**config.mk**
```make
export PLATFORM = sky130hd
export DESIGN_NAME = tpg_top
export DESIGN_NICKNAME = d
export VERILOG_FILES = /design/src/logic/tpg_pkg.sv /design/src/logic/tpg_top.sv
export SDC_FILE = /design/constraint.sdc
export NUM_CORES = 1
export LEC_CHECK = 0
export CAP_MARGIN = 10
export CORE_MARGIN = 2
export CORE_UTILIZATION = 35
export DETAILED_ROUTE_END_ITERATION = 7
export DONT_BUFFER_PORTS = 1
export GPL_ROUTABILITY_DRIVEN = 0
export SLEW_MARGIN = 20
export SYNTH_ARGS = -nofsm -noshare
export SYNTH_HDL_FRONTEND = slang
export SYNTH_SLANG_ARGS = --single-unit
```
**constraint.sdc**
```tcl
create_clock -name sys_clk -period 3.4 [get_ports sys_clk]
set_clock_uncertainty 0.05 [all_clocks]
set_input_delay 0.34 -clock sys_clk [delete_from_list [all_inputs] [get_ports sys_clk]]
set_output_delay 0.34 -clock sys_clk [all_outputs]
set_load 0.03 [all_outputs]
```
**src/logic/tpg_pkg.sv**
```systemverilog
// constants and types for the test pulse and timing generator
package tpg_pkg;
  // ****************************************
  // clock and timing
  // ****************************************
  localparam int CLK_PERIOD_NS = 100;
  localparam int TAP_STEP_NS   = 2;
  localparam int PAD_EXTRA_NS  = 500;
  localparam logic [8:0] PAD_EXTRA_CYC =
    9'((PAD_EXTRA_NS + CLK_PERIOD_NS - 1) / CLK_PERIOD_NS);
  // ****************************************
  // counters and fields
  // ****************************************
  localparam logic [2:0] VERNIER_LAST = 3'h6;
  localparam logic [3:0] TAP_LAST     = 4'h9;
  localparam int HIST_LEN = 64;
  localparam int SYNC_W   = 16;
  localparam int SY_ORBIT = 0;
  localparam int SY_SGAP  = 1;
  localparam int SY_L1A   = 2;
  localparam int SY_LTIN  = 3;
  localparam int SY_FEOR  = 4;
  localparam int SY_XING  = 8;
  // ****************************************
  // reset values
  // ****************************************
  localparam logic [2:0]  VERN_RST  = 3'h0;
  localparam logic [7:0]  XING_RST  = 8'h00;
  localparam logic [15:0] TURN_RST  = 16'h0000;
  localparam logic [15:0] PRESC_RST = 16'h0000;
  // ****************************************
  // types
  // ****************************************
  typedef logic [15:0] turn_t;
  typedef logic [7:0]  xing_t;
  typedef logic [5:0]  delay_t;
  typedef logic [3:0]  tap_t;
  typedef logic [7:0]  gate_t;
  typedef logic [15:0] hit_t;
endpackage : tpg_pkg

```
**src/logic/tpg_top.sv**
```systemverilog
// test pulse generator, timing delays, local trigger and crossing counters
//
// Notes on behaviour
// 16-bit turn prescaler: pulse every N turns
// crossing counter at crossing rate, mod-7 vernier
// counters place pulse to one beam clock
// fine placement picks one of ten taps
// overall placement step is one tap
// software sets pipeline delay from measurement
// operator shifts beam and pipeline delays together
// pad gate about 500 ns beyond wire gate
// transmit enable is delayed sync gap copy
// five delays each independently programmable
// four board ORs form 96-input OR output
// local trigger delayed to mimic framework latency
// local trigger input starts acquisition routine
// crossing and turn counters follow orbit markers
// each accept fires wire and pad gates when trig_src_local is low
// crossing advances once per vernier cycle

// ****************************************
// three-stage pin synchroniser
// ****************************************
module pin_sync #(
  parameter int W = 1
) (
  // clock and reset
  input  wire logic         sys_clk,
  input  wire logic         rstn,
  // pins and filtered levels
  input  wire logic [W-1:0] pin_in,
  output logic      [W-1:0] level_out
);
  typedef struct packed {
    logic [W-1:0] s1;
    logic [W-1:0] s2;
    logic [W-1:0] s3;
    logic [W-1:0] q;
  } sync_s;
  sync_s st_reg;
  sync_s st_next;

  always_comb begin
    st_next    = st_reg;
    st_next.s1 = pin_in;
    st_next.s2 = st_reg.s1;
    st_next.s3 = st_reg.s2;
    // change counts once stages two and three agree
    st_next.q  = (~(st_reg.s2 ^ st_reg.s3) & st_reg.s3)
               | ((st_reg.s2 ^ st_reg.s3) & st_reg.q);
  end

  always_ff @(posedge sys_clk or negedge rstn) begin
    if (!rstn) begin
      st_reg <= '0;
    end else begin
      st_reg <= st_next;
    end
  end

  assign level_out = st_reg.q;
endmodule : pin_sync

// ****************************************
// top
// ****************************************
module tpg_top
  import tpg_pkg::*;
(
  // clock and reset
  input  wire logic           sys_clk,
  input  wire logic           rstn,
  // beam timing and framework pins
  input  wire logic           first_crossing,
  input  wire logic           sync_gap_marker,
  input  wire logic           level1_accept,
  input  wire tpg_pkg::xing_t crossing_number_ext,
  // front_end_board trigger ORs and local trigger pins
  input  wire logic [3:0]     fe_trig_or,
  input  wire logic           local_trigger_input,
  // test pulse setup
  input  wire tpg_pkg::turn_t prescale_n,
  input  wire tpg_pkg::xing_t tp_crossing,
  input  wire logic [2:0]     tp_vernier,
  input  wire tpg_pkg::tap_t  tp_tap,
  // five delays and source select
  input  wire tpg_pkg::delay_t orbit_delay,
  input  wire tpg_pkg::delay_t sgap_delay,
  input  wire tpg_pkg::delay_t trig_latency,
  input  wire tpg_pkg::gate_t wire_gate_len,
  input  wire logic [8:0]     pad_gate_len,
  input  wire logic           trig_src_local,
  // hit bits toward first-level trigger
  input  wire tpg_pkg::hit_t  hit_word_in,
  output tpg_pkg::hit_t       hit_word_out,
  output logic                xmit_enable,
  // test pulse
  output logic                test_pulse,
  output tpg_pkg::tap_t       tap_select,
  // transfer gates
  output logic                wire_xfer_gate,
  output logic                pad_xfer_gate,
  // local trigger
  output logic                local_trigger_output,
  output logic                daq_start,
  // counters and check
  output tpg_pkg::xing_t      crossing_count,
  output tpg_pkg::turn_t      turn_count,
  output logic                crossing_mismatch
);
  import tpg_pkg::*;

  typedef struct packed {
    logic [2:0]          vern;
    xing_t               xing;
    turn_t               turn;
    turn_t               presc;
    logic                fire_turn;
    logic [HIST_LEN-1:0] orb_h;
    logic [HIST_LEN-1:0] sgap_h;
    logic [HIST_LEN-1:0] ltrig_h;
    logic                orb_prev;
    logic                l1a_prev;
    logic                ltin_prev;
    logic                or_prev;
    gate_t               wire_c;
    logic [8:0]          pad_c;
    logic                pulse;
    tap_t                tap;
    logic                xmit;
    hit_t                hit;
    logic                wgate;
    logic                pgate;
    logic                lor;
    logic                dstart;
    logic                mism;
  } state_s;

  state_s              st_reg;
  state_s              st_next;
  logic [SYNC_W-1:0]   pins_raw;
  logic [SYNC_W-1:0]   pins;
  logic                or96;
  logic                orb_tick;
  logic                trig;
  logic [8:0]          pad_min;

  assign pins_raw = {crossing_number_ext, fe_trig_or, local_trigger_input,
                     level1_accept, sync_gap_marker, first_crossing};

  pin_sync #(.W(SYNC_W)) u_sync (
    .sys_clk   (sys_clk),
    .rstn      (rstn),
    .pin_in    (pins_raw),
    .level_out (pins)
  );

  // ****************************************
  // next state
  // ****************************************
  always_comb begin
    st_next  = st_reg;
    or96     = |pins[SY_FEOR +: 4];
    orb_tick = st_reg.orb_h[orbit_delay];
    pad_min  = {1'b0, wire_gate_len} + PAD_EXTRA_CYC;
    trig     = trig_src_local ? st_reg.ltrig_h[trig_latency]
                              : (pins[SY_L1A] & ~st_reg.l1a_prev);

    st_next.orb_prev  = pins[SY_ORBIT];
    st_next.l1a_prev  = pins[SY_L1A];
    st_next.ltin_prev = pins[SY_LTIN];
    st_next.or_prev   = or96;
    // delay histories, each tapped by its own delay value
    st_next.orb_h   = {st_reg.orb_h[HIST_LEN-2:0], pins[SY_ORBIT] & ~st_reg.orb_prev};
    st_next.sgap_h  = {st_reg.sgap_h[HIST_LEN-2:0], pins[SY_SGAP]};
    st_next.ltrig_h = {st_reg.ltrig_h[HIST_LEN-2:0], or96 & ~st_reg.or_prev};

    // crossing, vernier and turn counters
    if (orb_tick) begin
      st_next.vern = VERN_RST;
      st_next.xing = XING_RST;
      st_next.turn = st_reg.turn + 16'h0001;
      if (st_reg.presc <= 16'h0001) begin
        st_next.presc     = prescale_n;
        st_next.fire_turn = 1'b1;
      end else begin
        st_next.presc     = st_reg.presc - 16'h0001;
        st_next.fire_turn = 1'b0;
      end
    end else if (st_reg.vern == VERNIER_LAST) begin
      st_next.vern = VERN_RST;
      st_next.xing = st_reg.xing + 8'h01;
    end else begin
      st_next.vern = st_reg.vern + 3'h1;
    end

    // test pulse: coarse by counters, fine by tap
    st_next.pulse = 1'b0;
    if (st_reg.fire_turn && !orb_tick && st_reg.xing == tp_crossing
        && st_reg.vern == tp_vernier) begin
      st_next.pulse     = 1'b1;
      st_next.fire_turn = 1'b0;
      st_next.tap       = (tp_tap > TAP_LAST) ? TAP_LAST : tp_tap;
    end

    // hit transmit enable gates the hit word
    st_next.xmit = st_reg.sgap_h[sgap_delay];
    st_next.hit  = st_next.xmit ? hit_word_in : 16'h0000;

    // transfer gates
    if (trig) begin
      st_next.wire_c = wire_gate_len;
      st_next.pad_c  = (pad_gate_len > pad_min) ? pad_gate_len : pad_min;
      st_next.mism   = (pins[SY_XING +: 8] != st_reg.xing);
    end else begin
      if (st_reg.wire_c != 8'h00) begin
        st_next.wire_c = st_reg.wire_c - 8'h01;
      end
      if (st_reg.pad_c != 9'h000) begin
        st_next.pad_c = st_reg.pad_c - 9'h001;
      end
    end
    st_next.wgate = (st_next.wire_c != 8'h00);
    st_next.pgate = (st_next.pad_c != 9'h000);

    // local trigger paths
    st_next.lor    = or96;
    st_next.dstart = pins[SY_LTIN] & ~st_reg.ltin_prev;
  end

  always_ff @(posedge sys_clk or negedge rstn) begin
    if (!rstn) begin
      st_reg       <= '0;
      st_reg.vern  <= VERN_RST;
      st_reg.xing  <= XING_RST;
      st_reg.turn  <= TURN_RST;
      st_reg.presc <= PRESC_RST;
    end else begin
      st_reg <= st_next;
    end
  end

  // ****************************************
  // outputs
  // ****************************************
  assign hit_word_out         = st_reg.hit;
  assign xmit_enable          = st_reg.xmit;
  assign test_pulse           = st_reg.pulse;
  assign tap_select           = st_reg.tap;
  assign wire_xfer_gate       = st_reg.wgate;
  assign pad_xfer_gate        = st_reg.pgate;
  assign local_trigger_output = st_reg.lor;
  assign daq_start            = st_reg.dstart;
  assign crossing_count       = st_reg.xing;
  assign turn_count           = st_reg.turn;
  assign crossing_mismatch    = st_reg.mism;
endmodule : tpg_top

```
==> flow_summary.yaml <==
sta:
  tns_ns: 0
  hold_ws_ns: -0.573
  finalCritPeriodShare: 0.944
  setup_ws_ns: 0.192
  setup_violations: 0
  maxSlewHeadroom: 0.452
  rsz0062_at_grt: "no"
  hold_viol_final: 347
  period_minus_slack_ns: 3.21
  worst_pin_slew_ns: 0.822
  fmax_mhz: 312
  maxSlewViolCount: 0
global_routing:
  grt_pass1_wl_um: 44500
  grt_use_total: 0.137
  grt_max_degree: 348
  grt_antenna_before_repair: 0
  grt_pass1_vias: 7998
  grt_overflow_total: 0
cts:
  root_buffer: "clkbuf_16"
  cts_setup_buffers: 0
  clkLatencyLatePin_ns: 0.56
  cts_inserted_buffers: 39
  cts_num_sinks: 347
  max-clock-path-buffers: 3
  cts_resized: 0
  htree_levels: 2
  ctsHoldBuffers: 68
  cts_tree: "done"
  path_clk_slew_ns: 0.06
setup_path:
  cp_data_arrival_time_ns: 3.64
  startpoint_type: "flip-flop"
  critical_path_class: "reg -> reg"
  end_kind: "flip-flop"
  critPathBufInv: 1
  worst-path-max-fanout: 35
  required_ns: 3.84
  crit_family: "multiplexers"
  cp_cell_sequence: "mux4_2, mux4_2, o22a_1, a22o_2, nor2_4, nor2_1, a31oi_1, dlygate4sd3_1"
  max_stage_delay_ns: 0.56
  worstSetupStartpoint: "st_next[195]"
  slowest_stage: "dlygate4sd3_1"
  r2r-start: "st_next[195]"
  cpMostUsedCell: "mux4_2"
power:
  clkPwrFrac: 0.405
  power.switching_mw: 2.82
  ir_drop_mv: 0.417
  p_comb_frac: 0.114
  p_int_mw: 7.95
  power.density_nw_per_um2: 682
  power.share.switching: 0.262
  p_leak_nw: 7.07
  power.share.sequential: 0.481
synthesis:
  yosys-top-cells-count: "dfrtp_1 (347), mux4_2 (58), nand2_1 (48), buf_4 (46), nor2_1 (43)"
  netlist_instances: 936
  async_flop_share: 1.00
  yosysMostFrequentCell: "dfrtp_1"
  syn_avg_cell_area_sq_um: 14.4
  synth_ff_type: "dfrtp_1"
  synth-edff-count: 0
  synth_cell_types: 54
  netlist_area_sq_um: 13500
  synth_top_area_frac: 0.642
  synth_seq_cells: 347
  synth_area_leaders: "dfrtp_1 (64%), mux4_2 (9.7%), buf_4 (2.6%)"
  yosys_warnings: 0
  syn-num-nets: 1054
  yosysSeqAreaShare: 0.642
  post-synth-top-area-cell: "dfrtp_1"
placement:
  hpwl_um: 16600
  portBuffers: 0
  dpl_worst_slack_ns: 0.584
  postPlaceCellArea_sq_um: 13700
routing:
  drtPass1Iterations: 4
  post_drt_via_cell_ratio: 4.86
  drtIter0Drc: 394
  wire_per_inst_um: 17.4
  wirelength_um: 26500
  ant_nets: 0
  drc_errors: 0
  num_vias: 7399
finish:
  finalNetCount: 1099
  syn_to_final_growth_pct: 16.8
  num-fill-cells: 3495
  drive_gt1_frac: 0.152
  fin_util: 0.417
  postLayoutCellArea_sq_um: 15800
  largest_reg_flops: 189
floorplan:
  rows: 71
  die_area_sq_um: 40200
  initial_core_util: 0.357
  ios: 152
  die_w_um: 201
  die_h_um: 201
  core_sq_um: 37800
status:
  violations: "negative hold slack"
  status: "complete, but fails checks"
hold_path:
  hold_path_class: "in -> async"
run:
  cap_violations: 0
[through the flow]
step                total power [mW]  std cells  hold WS [ns]
floorplan                       6.19        936      -0.00559
global placement                6.36       1383       0.00241
detailed placement              6.39       1383       0.00103
CTS                             10.9       1520        -0.611
global route                    11.3       1520        -0.613
finish                          10.8       1521        -0.573
[layout by cell type (no fill, tap or decap), types with 6 or more instances in the layout]
cell,n
dfrtp_1,347
dlygate4sd3_1,68
mux4_2,58
nand2_1,48
nor2_1,43
a21oi_1,41
clkbuf_16,39
xor2_1,33
inv_1,26
o21ai_0,25
xnor2_1,23
mux2i_1,20
nor3_1,17
ha_1,17
and2_1,16
maj3_1,16
mux2_2,13
clkbuf_8,12
nand3_1,11
nand4_1,10
buf_4,10
o31ai_1,9
and3_1,8
nor4_1,8
nor2b_1,7
clkbuf_1,7
nand2b_1,6
a21o_1,6
[power by group through the flow]
stage          clock (mW)  combinational (mW)  sequential, mW
2_1_floorplan           0                1.22            4.97
3_3_place_gp            0                1.13            5.23
3_5_place_dp            0                1.16            5.23
4_1_cts              4.53                1.23            5.17
5_1_grt              4.71                1.39            5.24
6_report             4.36                1.23            5.17
[worst register-to-register path, delay by kind of cell, from the launching register on]
kind            cells  cell delay, ns
simple gates        2            0.37
flops               1            0.39
mux                 2            0.93
compound gates      3            0.84
buf+inv             1            0.56
[worst paths after layout]
kind | slack [ns] | endpoint | depth (start not counted)
min | -0.57 | st_next[154] | 0
min reg2reg | 0.30 | u_sync.st_next[18] | 0
max | 0.19 | tap_select[0] | 8
max in group asynchronous | 3.17 | st_next[50] | 0
max reg2reg | 0.19 | tap_select[0] | 8
min in group sys_clk | 0.05 | st_reg[32] | 3
[final cells by class]
class	count	area (sq um)	share of cell area
flip-flops and latches	347	8680	0.550
clock buffers	58	1170	0.0740
multi-input cells	489	4230	0.268
clock inverters	11	205	0.0130
well taps	511	639	0.0405
diodes	1	2.50	0.000159
repair buffers	78	756	0.0479
inverters	26	97.6	0.00618
[routing by layer]
layer  vias up  share of wire  global-route usage
met5         -              0                   0
met4         0          0.027              0.0566
met3        52          0.052              0.0362
met2       170           0.48               0.215
met1      3813           0.45               0.183
li1       3364              -                   -
[logic make-up after synthesis]
kind of cell	synth area share
flops	0.642
fa+ha+maj	0.0276
buf+inv	0.0445
simple gates	0.0801
xor+xnor	0.0363
mux	0.122
compound gates	0.0468
Note: power is estimated with default switching activity, not from simulation.
